==> src/common/apc_map.svh <==
// Register offsets, field positions and timing counts for auto powerdown
`ifndef APC_MAP_SVH
`define APC_MAP_SVH
`define APC_OFF_STATUS_A 3'h0
`define APC_OFF_STATUS_B 3'h1
`define APC_OFF_DIG_OUT 3'h2
`define APC_OFF_RATE_MAIN 3'h4
`define APC_OFF_FIFO_DATA 3'h5
`define APC_OFF_DIG_IN_CCR 3'h7
`define APC_ADDR_DIRECT 4'h8
`define APC_ADDR_AUTOEN 4'h9
`define APC_ADDR_PPCFG 4'hA
`define APC_ADDR_STATUS 4'hB
`define APC_ADDR_PINS 4'hC
`define APC_ADDR_EVENTS 4'hD
`define APC_EN_FDC 0
`define APC_EN_PP 3
`define APC_EN_UART_A 4
`define APC_EN_UART_B 5
`define APC_DOR_RESET_N 2
`define APC_DOR_MOTOR_LO 4
`define APC_DSR_SOFT_RESET 7
`define APC_MSR_IDLE 8'h80
`define APC_TIMER_MS 10
`define APC_CLK_KHZ 20000
`define APC_TIMER_CYCLES (`APC_TIMER_MS * `APC_CLK_KHZ)
`endif

==> src/common/apc_pkg.sv <==
// Types for the auto powerdown controller
package apc_pkg;
  typedef enum logic [1:0] {APC_FDC_AWAKE, APC_FDC_WAIT, APC_FDC_DOWN} apc_fdc_e;
  typedef enum logic [1:0] {
    APC_PP_SPP, APC_PP_BIDIR, APC_PP_EPP, APC_PP_ECP
  } apc_ppmode_e;
  // Floppy drive output pin group
  typedef struct packed {
    logic motor_enable_0_out;
    logic drive_select_0_out;
    logic write_data_out;
    logic write_gate_out;
    logic step_direction_out;
    logic step_pulse_out;
    logic head_select_out;
    logic [1:0] density_select_out;
  } apc_fdd_out_s;
  // Floppy drive input pin group
  typedef struct packed {
    logic read_data_in;
    logic write_protect_in;
    logic track_zero_in;
    logic index_pulse_in;
    logic disk_change_in;
  } apc_fdd_in_s;
  // Status from one serial port
  typedef struct packed {
    logic tx_hold_empty;
    logic tx_shift_empty;
    logic rx_fifo_empty;
    logic rx_wait_start;
    logic tx_hold_write;
    logic serial_receive_input;
    logic ring_in;
  } apc_uart_s;
endpackage : apc_pkg

==> src/core/apc_ctrl.sv <==
// Auto powerdown controller for floppy, serial and parallel units
`timescale 1ns/1ns
`default_nettype none
`include "apc_map.svh"

module apc_ctrl #(
  parameter int TIMER_CYCLES = `APC_TIMER_CYCLES
) (
  // Clock and reset
  input wire logic clk_i,
  input wire logic reset_i,
  // Avalon-MM slave
  input wire logic [3:0] avs_address_i,
  input wire logic avs_read_i,
  input wire logic avs_write_i,
  input wire logic [7:0] avs_writedata_i,
  output logic [7:0] avs_readdata_o,
  output logic avs_waitrequest_o,
  // Floppy core status and pins
  input wire logic [7:0] fdc_main_status_i,
  input wire logic fdc_int_i,
  input wire logic fdc_head_unloaded_i,
  input wire apc_pkg::apc_fdd_out_s fdd_core_i,
  output apc_pkg::apc_fdd_out_s fdd_pin_o,
  output apc_pkg::apc_fdd_out_s fdd_pin_oe_o,
  input wire apc_pkg::apc_fdd_in_s fdd_pin_i,
  output apc_pkg::apc_fdd_in_s fdd_core_o,
  output logic fdc_powerdown_o,
  // Serial ports
  input wire apc_pkg::apc_uart_s uart_a_i,
  input wire apc_pkg::apc_uart_s uart_b_i,
  output logic [1:0] tx_powerdown_o,
  output logic [1:0] rx_powerdown_o,
  output logic [1:0] ring_int_o,
  // Parallel port
  input wire apc_pkg::apc_ppmode_e ecr_mode_i,
  output logic epp_powerdown_o,
  output logic ecp_powerdown_o
);
  import apc_pkg::*;

  // Register and pin state
  logic [7:0] direct_power_control_reg, next_direct;
  logic [7:0] auto_power_enable_reg, next_autoen;
  logic [7:0] pp_cfg, next_pp_cfg;
  logic [7:0] floppy_digital_output, next_dor;
  logic [7:0] readdata, next_readdata;
  logic ack, next_ack, waitreq_q, fdc_pd_q;
  apc_fdc_e fdc_state, next_fdc_state;
  logic [$clog2(TIMER_CYCLES+1)-1:0] timer, next_timer;
  logic [1:0] rxd_s1, rxd_s2, rxd_s3, ri_s1, ri_s2;
  logic [1:0] tx_pd, next_tx_pd, rx_pd, next_rx_pd;
  logic epp_pd, next_epp_pd, ecp_pd, next_ecp_pd;
  apc_fdd_out_s pin_q, next_pin, oe_q, next_oe;
  apc_fdd_in_s in_s1, in_s2, next_in;
  logic [7:0] wake_count, next_wake_count;

  logic rd, wr, fdc_wake, fdc_ready;
  logic fdc_enabled, pp_enabled;

  function automatic logic wakes_on_write(input logic [2:0] off,
                                          input logic [7:0] d);
    if (off == `APC_OFF_DIG_OUT)
      return (d[`APC_DOR_MOTOR_LO+:4] != 4'h0) || !d[`APC_DOR_RESET_N];
    if (off == `APC_OFF_RATE_MAIN)
      return d[`APC_DSR_SOFT_RESET];
    return off == `APC_OFF_FIFO_DATA;
  endfunction : wakes_on_write

  // One access per request; answer in the following cycle
  assign rd = avs_read_i && !ack;
  assign wr = avs_write_i && !ack;

  // Floppy wake decode; other offsets never wake
  always_comb begin
    fdc_wake = 1'b0;
    if (!avs_address_i[3]) begin
      if (wr)
        fdc_wake = wakes_on_write(avs_address_i[2:0], avs_writedata_i);
      if (rd)
        fdc_wake = (avs_address_i[2:0] == `APC_OFF_RATE_MAIN) ||
                   (avs_address_i[2:0] == `APC_OFF_FIFO_DATA);
    end
  end

  assign fdc_ready = (floppy_digital_output[`APC_DOR_MOTOR_LO+:4] == 4'h0) &&
                     (fdc_main_status_i == `APC_MSR_IDLE) && !fdc_int_i &&
                     fdc_head_unloaded_i;
  assign fdc_enabled = auto_power_enable_reg[`APC_EN_FDC];
  assign pp_enabled = auto_power_enable_reg[`APC_EN_PP];

  // Register file next values
  always_comb begin
    next_direct = direct_power_control_reg;
    next_autoen = auto_power_enable_reg;
    next_pp_cfg = pp_cfg;
    next_dor = floppy_digital_output;
    next_readdata = readdata;
    next_ack = (avs_read_i || avs_write_i) && !ack;
    next_wake_count = wake_count;
    if (fdc_wake && fdc_state == APC_FDC_DOWN)
      next_wake_count = wake_count + 8'h01;
    if (wr) begin
      unique case (avs_address_i)
        {1'b0, `APC_OFF_DIG_OUT}: next_dor = avs_writedata_i;
        `APC_ADDR_DIRECT: next_direct = avs_writedata_i;
        `APC_ADDR_AUTOEN: next_autoen = avs_writedata_i;
        `APC_ADDR_PPCFG: next_pp_cfg = avs_writedata_i;
        default: ;
      endcase
    end
    if (rd) begin
      unique case (avs_address_i)
        {1'b0, `APC_OFF_DIG_OUT}: next_readdata = floppy_digital_output;
        {1'b0, `APC_OFF_RATE_MAIN}: next_readdata = fdc_main_status_i;
        `APC_ADDR_DIRECT: next_readdata = direct_power_control_reg;
        `APC_ADDR_AUTOEN: next_readdata = auto_power_enable_reg;
        `APC_ADDR_PPCFG: next_readdata = pp_cfg;
        `APC_ADDR_STATUS: next_readdata = {1'b0, epp_pd, ecp_pd,
          fdc_state == APC_FDC_DOWN, rx_pd, tx_pd};
        `APC_ADDR_PINS: next_readdata = {3'h0, in_s2};
        `APC_ADDR_EVENTS: next_readdata = wake_count;
        default: next_readdata = 8'h00;
      endcase
    end
  end

  always_ff @(posedge clk_i) begin
    if (reset_i) begin
      direct_power_control_reg <= 8'h00;
      auto_power_enable_reg <= 8'h00;
      pp_cfg <= 8'h00;
      floppy_digital_output <= 8'h00;
      readdata <= 8'h00;
      ack <= 1'b0;
      waitreq_q <= 1'b1;
      wake_count <= 8'h00;
    end else begin
      direct_power_control_reg <= next_direct;
      auto_power_enable_reg <= next_autoen;
      pp_cfg <= next_pp_cfg;
      floppy_digital_output <= next_dor;
      readdata <= next_readdata;
      ack <= next_ack;
      waitreq_q <= !next_ack;
      wake_count <= next_wake_count;
    end
  end

  // Floppy powerdown sequencer
  always_comb begin
    next_fdc_state = fdc_state;
    next_timer = timer;
    unique case (fdc_state)
      APC_FDC_AWAKE: begin
        if (fdc_enabled) begin
          next_fdc_state = APC_FDC_WAIT;
          next_timer = '0;
        end
      end
      APC_FDC_WAIT: begin
        if (timer < TIMER_CYCLES[$bits(timer)-1:0])
          next_timer = timer + 1'b1;
        if (fdc_wake)
          next_timer = '0;
        else if (timer >= TIMER_CYCLES[$bits(timer)-1:0] && fdc_ready)
          next_fdc_state = APC_FDC_DOWN;
      end
      APC_FDC_DOWN: begin
        if (fdc_wake || !fdc_ready) begin
          next_fdc_state = APC_FDC_WAIT;
          next_timer = '0;
        end
      end
    endcase
    if (!fdc_enabled) begin
      next_fdc_state = APC_FDC_AWAKE;
      next_timer = '0;
    end
  end

  always_ff @(posedge clk_i) begin
    if (reset_i) begin
      fdc_state <= APC_FDC_AWAKE;
      timer <= '0;
      fdc_pd_q <= 1'b0;
    end else begin
      fdc_state <= next_fdc_state;
      timer <= next_timer;
      fdc_pd_q <= (next_fdc_state == APC_FDC_DOWN);
    end
  end

  // Floppy pin gating; host bus pins untouched by this block
  always_comb begin
    logic sleep;
    sleep = (fdc_state == APC_FDC_DOWN) || direct_power_control_reg[0];
    next_pin = fdd_core_i;
    next_oe = '1;
    next_oe.motor_enable_0_out = !sleep;
    next_oe.drive_select_0_out = !sleep;
    next_oe.write_data_out = !sleep;
    next_oe.write_gate_out = !sleep;
    next_in = in_s1;
  end

  // Serial and parallel powerdown
  always_comb begin
    apc_uart_s u;
    u = uart_a_i;
    next_tx_pd = tx_pd;
    next_rx_pd = rx_pd;
    for (int i = 0; i < 2; i++) begin
      u = (i == 0) ? uart_a_i : uart_b_i;
      if (!auto_power_enable_reg[`APC_EN_UART_A + i]) begin
        next_tx_pd[i] = 1'b0;
        next_rx_pd[i] = 1'b0;
      end else begin
        if (u.tx_hold_write)
          next_tx_pd[i] = 1'b0;
        else if (u.tx_hold_empty && u.tx_shift_empty)
          next_tx_pd[i] = 1'b1;
        if (rxd_s2[i] != rxd_s3[i])
          next_rx_pd[i] = 1'b0;
        else if (u.rx_fifo_empty && u.rx_wait_start)
          next_rx_pd[i] = 1'b1;
      end
      if (direct_power_control_reg[`APC_EN_UART_A + i]) begin
        next_tx_pd[i] = 1'b1;
        next_rx_pd[i] = 1'b1;
      end
    end
    // Recomputed from live mode every cycle
    next_epp_pd = pp_enabled && (!pp_cfg[0] ||
      (pp_cfg[1] && ecr_mode_i != APC_PP_EPP));
    next_ecp_pd = pp_enabled && (!pp_cfg[1] ||
      ecr_mode_i != APC_PP_ECP);
    if (direct_power_control_reg[`APC_EN_PP]) begin
      next_epp_pd = 1'b1;
      next_ecp_pd = 1'b1;
    end
  end

  always_ff @(posedge clk_i) begin
    if (reset_i) begin
      tx_pd <= 2'h0;
      rx_pd <= 2'h0;
      epp_pd <= 1'b0;
      ecp_pd <= 1'b0;
      pin_q <= '0;
      oe_q <= '0;
      in_s1 <= '0;
      in_s2 <= '0;
      rxd_s1 <= 2'h3;
      rxd_s2 <= 2'h3;
      rxd_s3 <= 2'h3;
      ri_s1 <= 2'h0;
      ri_s2 <= 2'h0;
    end else begin
      tx_pd <= next_tx_pd;
      rx_pd <= next_rx_pd;
      epp_pd <= next_epp_pd;
      ecp_pd <= next_ecp_pd;
      pin_q <= next_pin;
      oe_q <= next_oe;
      in_s1 <= fdd_pin_i;
      in_s2 <= next_in;
      rxd_s1 <= {uart_b_i.serial_receive_input,
                 uart_a_i.serial_receive_input};
      rxd_s2 <= rxd_s1;
      rxd_s3 <= rxd_s2;
      ri_s1 <= {uart_b_i.ring_in, uart_a_i.ring_in};
      ri_s2 <= ri_s1;
    end
  end

  assign avs_readdata_o = readdata;
  assign avs_waitrequest_o = waitreq_q;
  assign fdd_pin_o = pin_q;
  assign fdd_pin_oe_o = oe_q;
  assign fdd_core_o = in_s2;
  assign fdc_powerdown_o = fdc_pd_q;
  assign tx_powerdown_o = tx_pd;
  assign rx_powerdown_o = rx_pd;
  assign ring_int_o = ri_s2;
  assign epp_powerdown_o = epp_pd;
  assign ecp_powerdown_o = ecp_pd;

  // Checks
  fdc_disable_a: assert property (@(posedge clk_i) disable iff (reset_i)
    !fdc_enabled |=> fdc_state == APC_FDC_AWAKE)
    else $error("floppy not awake after disable");
  fdc_early_a: assert property (@(posedge clk_i) disable iff (reset_i)
    (fdc_state == APC_FDC_WAIT && timer < TIMER_CYCLES[$bits(timer)-1:0])
    |=> fdc_state != APC_FDC_DOWN)
    else $error("floppy slept before timer");
  fdc_wake_a: assert property (@(posedge clk_i) disable iff (reset_i)
    (fdc_state == APC_FDC_DOWN && fdc_wake) |=>
    fdc_state != APC_FDC_DOWN && timer == '0)
    else $error("floppy failed to wake");
  fdc_pins_a: assert property (@(posedge clk_i) disable iff (reset_i)
    (fdc_state == APC_FDC_DOWN) |=> !oe_q.write_gate_out &&
    !oe_q.motor_enable_0_out && oe_q.step_pulse_out)
    else $error("floppy pins not gated");
  fdc_nowake_a: assert property (@(posedge clk_i) disable iff (reset_i)
    (rd && avs_address_i == 4'h0) |-> !fdc_wake)
    else $error("status read woke floppy");
  tx_wake_a: assert property (@(posedge clk_i) disable iff (reset_i)
    (uart_a_i.tx_hold_write && !direct_power_control_reg[4])
    |=> !tx_pd[0])
    else $error("transmitter stayed down");
  uart_gate_a: assert property (@(posedge clk_i) disable iff (reset_i)
    (!auto_power_enable_reg[5] && !direct_power_control_reg[5])
    |=> !rx_pd[1] && !tx_pd[1])
    else $error("serial down while disabled");
  ecp_mode_a: assert property (@(posedge clk_i) disable iff (reset_i)
    (pp_enabled && ecr_mode_i != APC_PP_ECP) |=> ecp_pd)
    else $error("ecp not powered down");
  bus_ack_a: assert property (@(posedge clk_i) disable iff (reset_i)
    (avs_read_i && avs_waitrequest_o) |=> !avs_waitrequest_o)
    else $error("bus answer late");
endmodule : apc_ctrl
`default_nettype wire

==> config.mk <==
export PLATFORM = sky130hd
export DESIGN_NAME = apc_ctrl
export DESIGN_NICKNAME = d
export VERILOG_FILES = /design/src/common/apc_pkg.sv /design/src/core/apc_ctrl.sv
export VERILOG_INCLUDE_DIRS = /design/src /design/src/common
export SDC_FILE = /design/constraint.sdc
export NUM_CORES = 1
export LEC_CHECK = 0
export ABC_AREA = 1
export BUFFER_PORTS_ARGS = -buffer_cell sky130_fd_sc_hd__clkbuf_2
export CAP_MARGIN = 15
export CORE_MARGIN = 5
export CORE_UTILIZATION = 30
export DETAILED_ROUTE_END_ITERATION = 8
export GPL_TIMING_DRIVEN = 0
export PLACE_DENSITY = 0.54
export SLEW_MARGIN = 30
export SYNTH_ARGS = -nofsm -noshare
export SYNTH_HDL_FRONTEND = slang
export SYNTH_SLANG_ARGS = --single-unit
export TNS_END_PERCENT = 50
==> constraint.sdc <==
create_clock -name clk_i -period 1.9 [get_ports clk_i]
set_input_delay 0.19 -clock clk_i [delete_from_list [all_inputs] [get_ports clk_i]]
set_output_delay 0.19 -clock clk_i [all_outputs]
set_load 0.03 [all_outputs]
* After elaboration in Yosys (flattened, before gate mapping)
Cells that the tools add are included.
Widths: inputs -> output; s select.
** Operators by class
- Add/sub/neg operators :: 2
- Bitwise operators :: 1
- Muxes and demuxes :: 43
- Eq/ne operators :: 25
- Reduce and logical (&&, ||, !) cells :: 39
- Magnitude comparators :: 2
** Operators with widths (count)
- $pmux 8 s8 :: 1
- $mux 18 :: 3
- $pmux 18 s3 :: 1
- $mux 1 :: 32
- $eq 4x4->1 const B :: 6
- $add 18x1->18 const B :: 1
- $ge 18x18->1 const B :: 1
- $lt 18x18->1 const B :: 1
- $logic_and 1x1->1 :: 15
- $reduce_and 2->1 :: 5
- $add 8x1->8 const B :: 1
- $eq 8x8->1 const B :: 1
- $logic_not 1->1 :: 8
- $mux 2 :: 4
- $ne 4x2->1 const B :: 2
- $ne 4x3->1 const B :: 2
- $logic_or 1x1->1 :: 7
- $eq 3x3->1 const B :: 2
- $pmux 2 s3 :: 1
- $mux 5 :: 1
- $eq 2x2->1 const B :: 2
- $eq 4x2->1 const B :: 1
- $eq 4x3->1 const B :: 1
- $logic_not 4->1 :: 1
- 10 further kinds :: 12
** Storage, ports and cells
- Bits in registers :: 112
- Output and inout bits :: 41
- Logic and storage cells :: 157
- Input bits :: 56

* Depth between registers and ports, before layout
Gate-level depths: netlist of the first run.
- Depth in word-level cells :: 17
- Gate-level depth with buffers :: 13
- Gate-level depth less buffers :: 12

* Least setup slack after synthesis of the first run
Ideal clock, no wire load.
- Path type :: flip-flop to flip-flop
- Start :: register timer[0]
- End :: register timer[16]
- Data arrival time :: 1.419 ns
- Stages on the path, launching flop included :: 11
- Required time :: 1.768 ns
- Buffers on the path :: 0
- Period minus slack after synthesis :: 1.551 ns
- Setup slack :: 0.349 ns
- Setup time :: 0.132 ns
- Cells stage by stage :: dfxtp_1 ha_1 nand2_1 nor2_1 nand2_1 nor2_1 nor2_1 o21ai_0 nor2_1 nand2_1 a21oi_1
** Between the ends
- Word-level cells in the longest chain between the ends :: 4
- Elaborated cells on any way between the ends :: 7
- Classes of those cells :: 1 x add/sub; 1 x order compare; 1 x eq/ne; 3 x mux; 1 x reduce/logical
** RTL lines
- start: declaration :: line apc_ctrl.sv:50 : logic [$clog2(TIMER_CYCLES+1)-1:0] timer, next_timer;
- start signal: assignment :: line apc_ctrl.sv:189 : timer <= next_timer;
- $add 18x1->18 :: line apc_ctrl.sv:163 : next_timer = timer + 1'b1;
- $mux 18 :: line apc_ctrl.sv:162 : if (timer < TIMER_CYCLES[$bits(timer)-1:0])
- $mux 18 :: line apc_ctrl.sv:164 : if (fdc_wake)
- $pmux 18 s3 :: line apc_ctrl.sv:154 : unique case (fdc_state)
Several ways; a longest one is shown, not always the timed one. The select of a mux whose other input is x is not followed.
A chain may end at the register's enable or synchronous reset.

* Worst setup path in the final report of the first run
- Start :: register ack
- End :: register timer[16]
** Between the ends
- Word-level cells in the longest chain between the ends :: 8
- Elaborated cells on any way between the ends :: 12
- Classes of those cells :: 2 x eq/ne; 5 x mux; 5 x reduce/logical
** RTL lines
- start: declaration :: line apc_ctrl.sv:48 : logic ack, next_ack, waitreq_q, fdc_pd_q;
- start signal: assignment :: line apc_ctrl.sv:144 : ack <= next_ack;
- $logic_not 1->1 * :: line apc_ctrl.sv:71, apc_ctrl.sv:72
- $logic_and 1x1->1 :: line apc_ctrl.sv:72 : assign wr = avs_write_i && !ack;
- $mux 1 :: line apc_ctrl.sv:78 : if (wr)
- $mux 1 * :: line apc_ctrl.sv:80 : if (rd)
- $mux 1 * :: line apc_ctrl.sv:77 : if (!avs_address_i[3]) begin
- $logic_or 1x1->1 :: line apc_ctrl.sv:170 : if (fdc_wake || !fdc_ready) begin
- $ne 2x1->1 (no source line)
- $reduce_and 2->1 (no source line)
Every way passes the cells marked *; elsewhere a longest branch is shown, timed or not.

==> flow_metrics.py, run 1 <==
metrics = {
    "outcome": {
        "status": "finished clean",
    },
    "synth": {
        "async_flop_share": 0,
        "postSynthNetCount": 770,
        "synthCells": 709,
        "syn_avg_cell_area_sq_um": 6.98,
        "synth_compound_area_frac": 0.154,
        "synth-main-ff-cell": "dfxtp_1",
        "synth_top_family_by_area": "simple AND/OR/NAND/NOR gates",
        "synth-xor-area-share": 0.0124,
        "syn-cell-area_sq_um": 4950,
        "synthMuxAreaShare": 0,
        "ys_seq_area_frac": 0.437,
        "synth_seq_cells": 108,
        "yosys.area_share.simple": 0.272,
        "synth-edff-count": 0,
        "yosysUniqueCellTypes": 35,
        "synthAdderAreaFrac": 0.0126,
        "yosys_warnings": 0,
    },
    "die": {
        "pin_count": 97,
        "fp.dieH_um": 138,
        "dieWidth_um": 138,
        "initial_core_util": 0.302,
        "rows": 47,
        "core_area_sq_um": 16400,
        "die_area_sq_um": 19200,
    },
    "worst_setup_path": {
        "max_stage_delay_ps": 300,
        "path_common_cell": "nand2_1",
        "cp_max_fo": 10,
        "cp.arrival_ps": 2050,
        "cp_slowest_cell": "dfxtp_1",
        "worstSetupStartpointType": "flip-flop",
        "crit_chain": "inv_1 -> nand2_1 -> buf_6 -> nand2_1 -> nand2_1 -> a21oi_2 -> nand2_4 -> nand3_2 -> nand2_4 -> inv_8 -> buf_8 -> nand2_1 -> a21oi_1",
        "timing.critical_path.to_type": "flip-flop",
        "crit_type": "flip-flop to flip-flop",
        "required_ps": 2170,
    },
    "clock_tree": {
        "ctsHtreeMaxLevel": 3,
        "clkSlewWorstSetupHoldPaths_ps": 80,
        "clock-sinks": 108,
        "cts.root.buffer_cell": "clkbuf_16",
        "clock_latency_ps": 350,
        "cts_tree": "built",
        "cts.path.max_buffers": 2,
        "cts_buffers": 9,
    },
    "detailed_routing": {
        "top_layer": "met4",
        "routed_wl_um": 14300,
        "wl_per_cell_um": 13.7,
        "ant_nets": 0,
        "met3WireLength_um": 551,
        "wl_met2_um": 7240,
        "drt_iter0_markers": 278,
        "dr.pass1.iters": 4,
        "drc": 0,
        "vias": 4767,
        "met1_length_um": 6250,
        "vias_per_cell": 4.56,
    },
    "sta": {
        "layout_min_cycle_time_ps": 1780,
        "period_share": 0.935,
        "max_slew_margin": 0.580,
        "final_hold_viol_count": 0,
        "slew_viol_final": 0,
        "setup_viol": 0,
        "rsz0062_at_grt": "true",
        "final.setup_skew_ps": 11.7,
        "tightest_slew_ps": 629,
        "max_freq_ghz": 0.563,
    },
    "finish": {
        "nets": 881,
        "utilization": 0.371,
        "design_area_sq_um": 6080,
        "final_cell_mix": "154 x nand2_1, 107 x dfxtp_1, 99 x inv_1, 97 x clkbuf_2, 80 x a21oi_1",
        "largest_reg_flops": 18,
        "top_register": "timer",
        "stdcell_count": 1045,
        "drive_gt1_frac": 0.194,
        "antenna_cells": 0,
        "syn_to_final_growth_pct": 22.9,
        "final_common_cell": "nand2_1",
    },
    "pwr": {
        "power.leakage_nw": 2.50,
        "power_density_nw_per_um2": 769,
        "finalPower_mw": 4.68,
        "peakVddDrop_mv": 0.452,
    },
    "global_route": {
        "antenna_found_initial": 0,
        "grt_usage": 0.149,
        "grt_pass1_wl_um": 23200,
        "overflow": 0,
        "grt_pass1_vias": 4483,
        "grt_max_degree": 20,
    },
    "place": {
        "dpl.cell_count": 1024,
        "portBuffers": 95,
        "finalWeightedCongestion": 0.848,
        "dpl_cell_area_sq_um": 5700,
        "hpwl_um": 11000,
    },
    "flow_run": {
        "maxCapViolations": 0,
    },
    "hold_path": {
        "hp-class": "input port to flip-flop",
    },
}
synth_stat cells, types with 3 or more instances:
library cell / instances / area (sq um)
inv_1: 99 / 372
nor2_1: 75 / 282
o21ai_0: 42 / 210
a21oi_1: 82 / 410
clkbuf_1: 14 / 52.6
nand2_1: 154 / 578
xnor2_1: 4 / 35.0
xor2_1: 3 / 26.3
buf_4: 7 / 52.6
o22ai_1: 10 / 62.6
buf_6: 5 / 56.3
ha_1: 5 / 62.6
or2_2: 11 / 68.8
dfxtp_1: 108 / 2160
nor3_1: 10 / 50.1
nand3_1: 43 / 215
nand4_1: 11 / 68.8
final cells by class:
type / count / area (sq um)
repair buffers: 100 / 515
inverters: 104 / 402
flip-flops and latches: 108 / 2160
clock inverters: 6 / 77.6
well taps: 220 / 275
clock buffers: 10 / 229
fillers: 1803 / 10300
multi-input cells: 470 / 2250
plain buffers: 27 / 173
critical path, delay by kind of cell, from the launching register on:
kind / cells / cell delay [ps]
buffers and inverters: 4 / 460
flip-flops: 1 / 300
AND/OR/NAND/NOR: 7 / 620
AO/OA/AOI/OAI: 2 / 320
where the power goes:
part,leakage (nW),internal [mW],switching (mW)
combinational,1.47,0.139,0.264
sequential,0.879,2.31,0.0201
clock,0.148,1.05,0.895
total,2.50,3.50,1.18
layer usage:
metal	up-vias	track usage
li1	2487	-
met1	2176	0.188
met2	88	0.256
met3	16	0.0318
met4	0	0.0442
met5	-	0
cells by family (layout without fill, tap and decap cells):
group,Yosys count,after routing
AO/OA/AOI/OAI,144,144
AND/OR/NAND/NOR,314,314
flip-flops,108,108
buffers and inverters,131,247
XOR/XNOR,7,7
adder cells (fa/ha/maj),5,5
repair_timing:
action	4_1_cts	5_1_grt
buffers inserted	0	4
hold endpoints to repair	0	1
pin swaps	0	1
hold buffers	0	1
gates cloned	0	0
endpoints found under the setup margin	3	29
resized for setup	1	13
metrics by stage:
stage / setup slack, ps / setup TNS [ps] / hold WS [ps]
after global placement: -18.0 / -18.0 / 376
after detailed placement: 0.509 / 0 / 375
final: 123 / 0 / 19.1
after CTS: 7.08 / 0 / 0.900
after floorplan: 349 / 0 / 294
after global routing: -21.6 / -53.4 / 5.97
worst paths after layout:
check	from	cells after the start	end	slack, ps
min	fdd_core_i[3]	3	fdd_pin_o[3]	20
max	ack	13	timer[16]	120
max reg2reg	ack	13	timer[16]	120
min reg2reg	in_s1[3]	2	fdd_core_o[3]	400
Note: power is estimated with default switching activity, not from simulation.
==> inputs of run 2 (changes only) <==
Settings changed: REMOVE_ABC_BUFFERS set to 1.
==> run 2 against run 1 <==
  * Non-clock buffer count is 18 lower
  * Worst setup slack lost 1.8 ps
  * Cell area down 0.29%
  * Clock power fell by 6%
  * Die area unchanged
  * Sequential share of layout area rose by 0.10 points
  * Count of clock-buffer cells in the layout did not move
  * Register-to-register slack barely moved
  * First-iteration DRC count down 6.5%
  * Critical endpoint is now timer[17]
  * Highest routed layer unchanged
==> flow_metrics.py, run 2 (synthesized netlist as in run 1, its figures left out) <==
metrics = {
    "worst_setup_path": {
        "max_stage_delay_ps": 300,
        "reg2reg_from": "ack",
        "cp_max_fo": 18,
        "r2r_slack_ps": 120,
        "r2r-end": "timer[17]",
        "cp_slowest_cell": "dfxtp_1",
        "cpLargestDelayFamily": "simple AND/OR/NAND/NOR gates",
        "critPathLaunch": "ack",
        "path_depth": 11,
        "required_ps": 2180,
        "cp.arrival_ps": 2060,
        "timing.critical_path.to_type": "flip-flop",
        "crit_chain": "inv_1 -> nand2_4 -> nand2_2 -> nand2_1 -> a21oi_4 -> nand2_8 -> nand3_4 -> nand2_8 -> inv_8 -> nand2_1 -> a21oi_1",
        "r2r_cells": 11,
        "crit_type": "flip-flop to flip-flop",
        "cp.buffers_inverters": 2,
        "crit_end": "timer[17]",
        "worstSetupStartpointType": "flip-flop",
    },
    "die": {
        "fp.dieH_um": 138,
        "rows": 47,
        "initial_core_util": 0.302,
        "pin_count": 97,
        "dieWidth_um": 138,
        "core_area_sq_um": 16400,
        "die_area_sq_um": 19200,
    },
    "finish": {
        "antenna_cells": 0,
        "drive_gt1_frac": 0.189,
        "nFillCells": 1794,
        "top_register": "timer",
        "syn_to_final_growth_pct": 22.5,
        "nets": 865,
        "final_cell_mix": "152 x nand2_1, 107 x dfxtp_1, 98 x inv_1, 95 x clkbuf_2, 81 x a21oi_1",
        "largest_reg_flops": 18,
        "final_common_cell": "nand2_1",
        "stdcell_count": 1029,
    },
    "global_route": {
        "overflow": 0,
        "antenna_found_initial": 0,
        "grt_usage": 0.144,
        "grt_max_degree": 56,
        "grt_pass1_vias": 4448,
        "grt_pass1_wl_um": 22700,
    },
    "detailed_routing": {
        "vias_per_cell": 4.60,
        "vias": 4730,
        "drt_iter0_markers": 260,
        "wl_per_cell_um": 13.6,
        "routed_wl_um": 14000,
        "drc": 0,
        "ant_nets": 0,
        "dr.pass1.iters": 5,
    },
    "place": {
        "pre_cts_ws_ps": -616,
        "hpwl_um": 9840,
        "dpl.cell_count": 998,
        "portBuffers": 96,
        "finalWeightedCongestion": 0.874,
    },
    "clock_tree": {
        "clock_latency_ps": 360,
        "ctsHtreeMaxLevel": 3,
        "cts_tree": "built",
        "clock-sinks": 108,
        "cts_buffers": 9,
        "cts.path.max_buffers": 2,
        "cts.root.buffer_cell": "clkbuf_16",
        "clkSlewWorstSetupHoldPaths_ps": 80,
    },
    "sta": {
        "period_share": 0.936,
        "max_freq_ghz": 0.562,
        "final_hold_viol_count": 0,
        "layout_setup_ws_ps": 121,
        "slew_viol_final": 0,
        "whs_ps": 11.3,
        "layout_min_cycle_time_ps": 1780,
        "max_slew_margin": 0.577,
        "tightest_slew_ps": 634,
        "setup_viol": 0,
        "rsz0062_at_grt": "true",
        "final.setup_skew_ps": 11.6,
    },
    "pwr": {
        "power_density_nw_per_um2": 754,
        "power.leakage_nw": 2.46,
        "peakVddDrop_mv": 0.558,
    },
    "hold_path": {
        "hp-class": "input port to flip-flop",
    },
    "outcome": {
        "status": "finished clean",
    },
    "flow_run": {
        "maxCapViolations": 0,
    },
}
-- run 2: area by class of cell --
cell class | count | area, sq um | share of cell area
repair buffers | 109 | 603 | 0.0994
clock buffers | 10 | 229 | 0.0377
clock inverters | 6 | 53.8 | 0.00887
well taps | 220 | 275 | 0.0454
multi-input cells | 472 | 2340 | 0.385
flip-flops and latches | 108 | 2160 | 0.357
inverters | 104 | 404 | 0.0666
-- run 2: where the power goes --
group	internal [mW]	switching (mW)
logic	0.131	0.269
clock network	0.920	0.925
registers	2.31	0.0194
-- run 2: worst reg2reg max path: stages, from the launching register on --
cell     delay [ps]
dfxtp_1         300
inv_1            90
nand2_4         130
nand2_2         110
nand2_1          90
a21oi_4         240
nand2_8         140
nand3_4         140
nand2_8         110
inv_8           130
nand2_1          80
a21oi_1         130
-- run 2: worst min path at each step --
stage / to / cells past startpoint / from
4_1_cts: fdd_pin_o[1] / 3 / fdd_core_i[1]
5_1_grt: in_s1[2] / 3 / fdd_pin_i[2]
3_5_place_dp: rxd_s1[1] / 2 / uart_b_i[1]
2_1_floorplan: avs_readdata_o[0] / 1 / reset_i
3_3_place_gp: rxd_s1[1] / 2 / uart_b_i[1]
6_report: in_s1[3] / 3 / fdd_pin_i[3]
-- run 2: repair_timing --
action / in CTS / in global routing
setup endpoints to repair: 29 / 55
hold buffers: 9 / 0
endpoints found under the hold margin: 9 / 0
setup buffers: 0 / 4
cloned: 0 / 2
resized for setup: 8 / 14
pin swaps: 0 / 4
-- run 2: through the flow --
stage | utilization | power, mW | instance area (sq um) | TNS (ps)
after global placement | 0.338 | 2.75 | 5540 | -24850
after global routing | 0.370 | 4.78 | 6070 | -51.1
after floorplan | - | 2.58 | 4780 | 0
after CTS | 0.363 | 4.63 | 5950 | -0.0879
after detailed placement | 0.338 | 2.75 | 5540 | -13770
final | 0.370 | 4.58 | 6070 | 0
-- run 2: layer usage --
metal	track usage	up-vias	wire, um
met1	0.185	2121	6480
li1	-	2456	-
met3	0.0383	25	783
met2	0.237	128	6470
met5	0	-	0
met4	0.0426	0	284
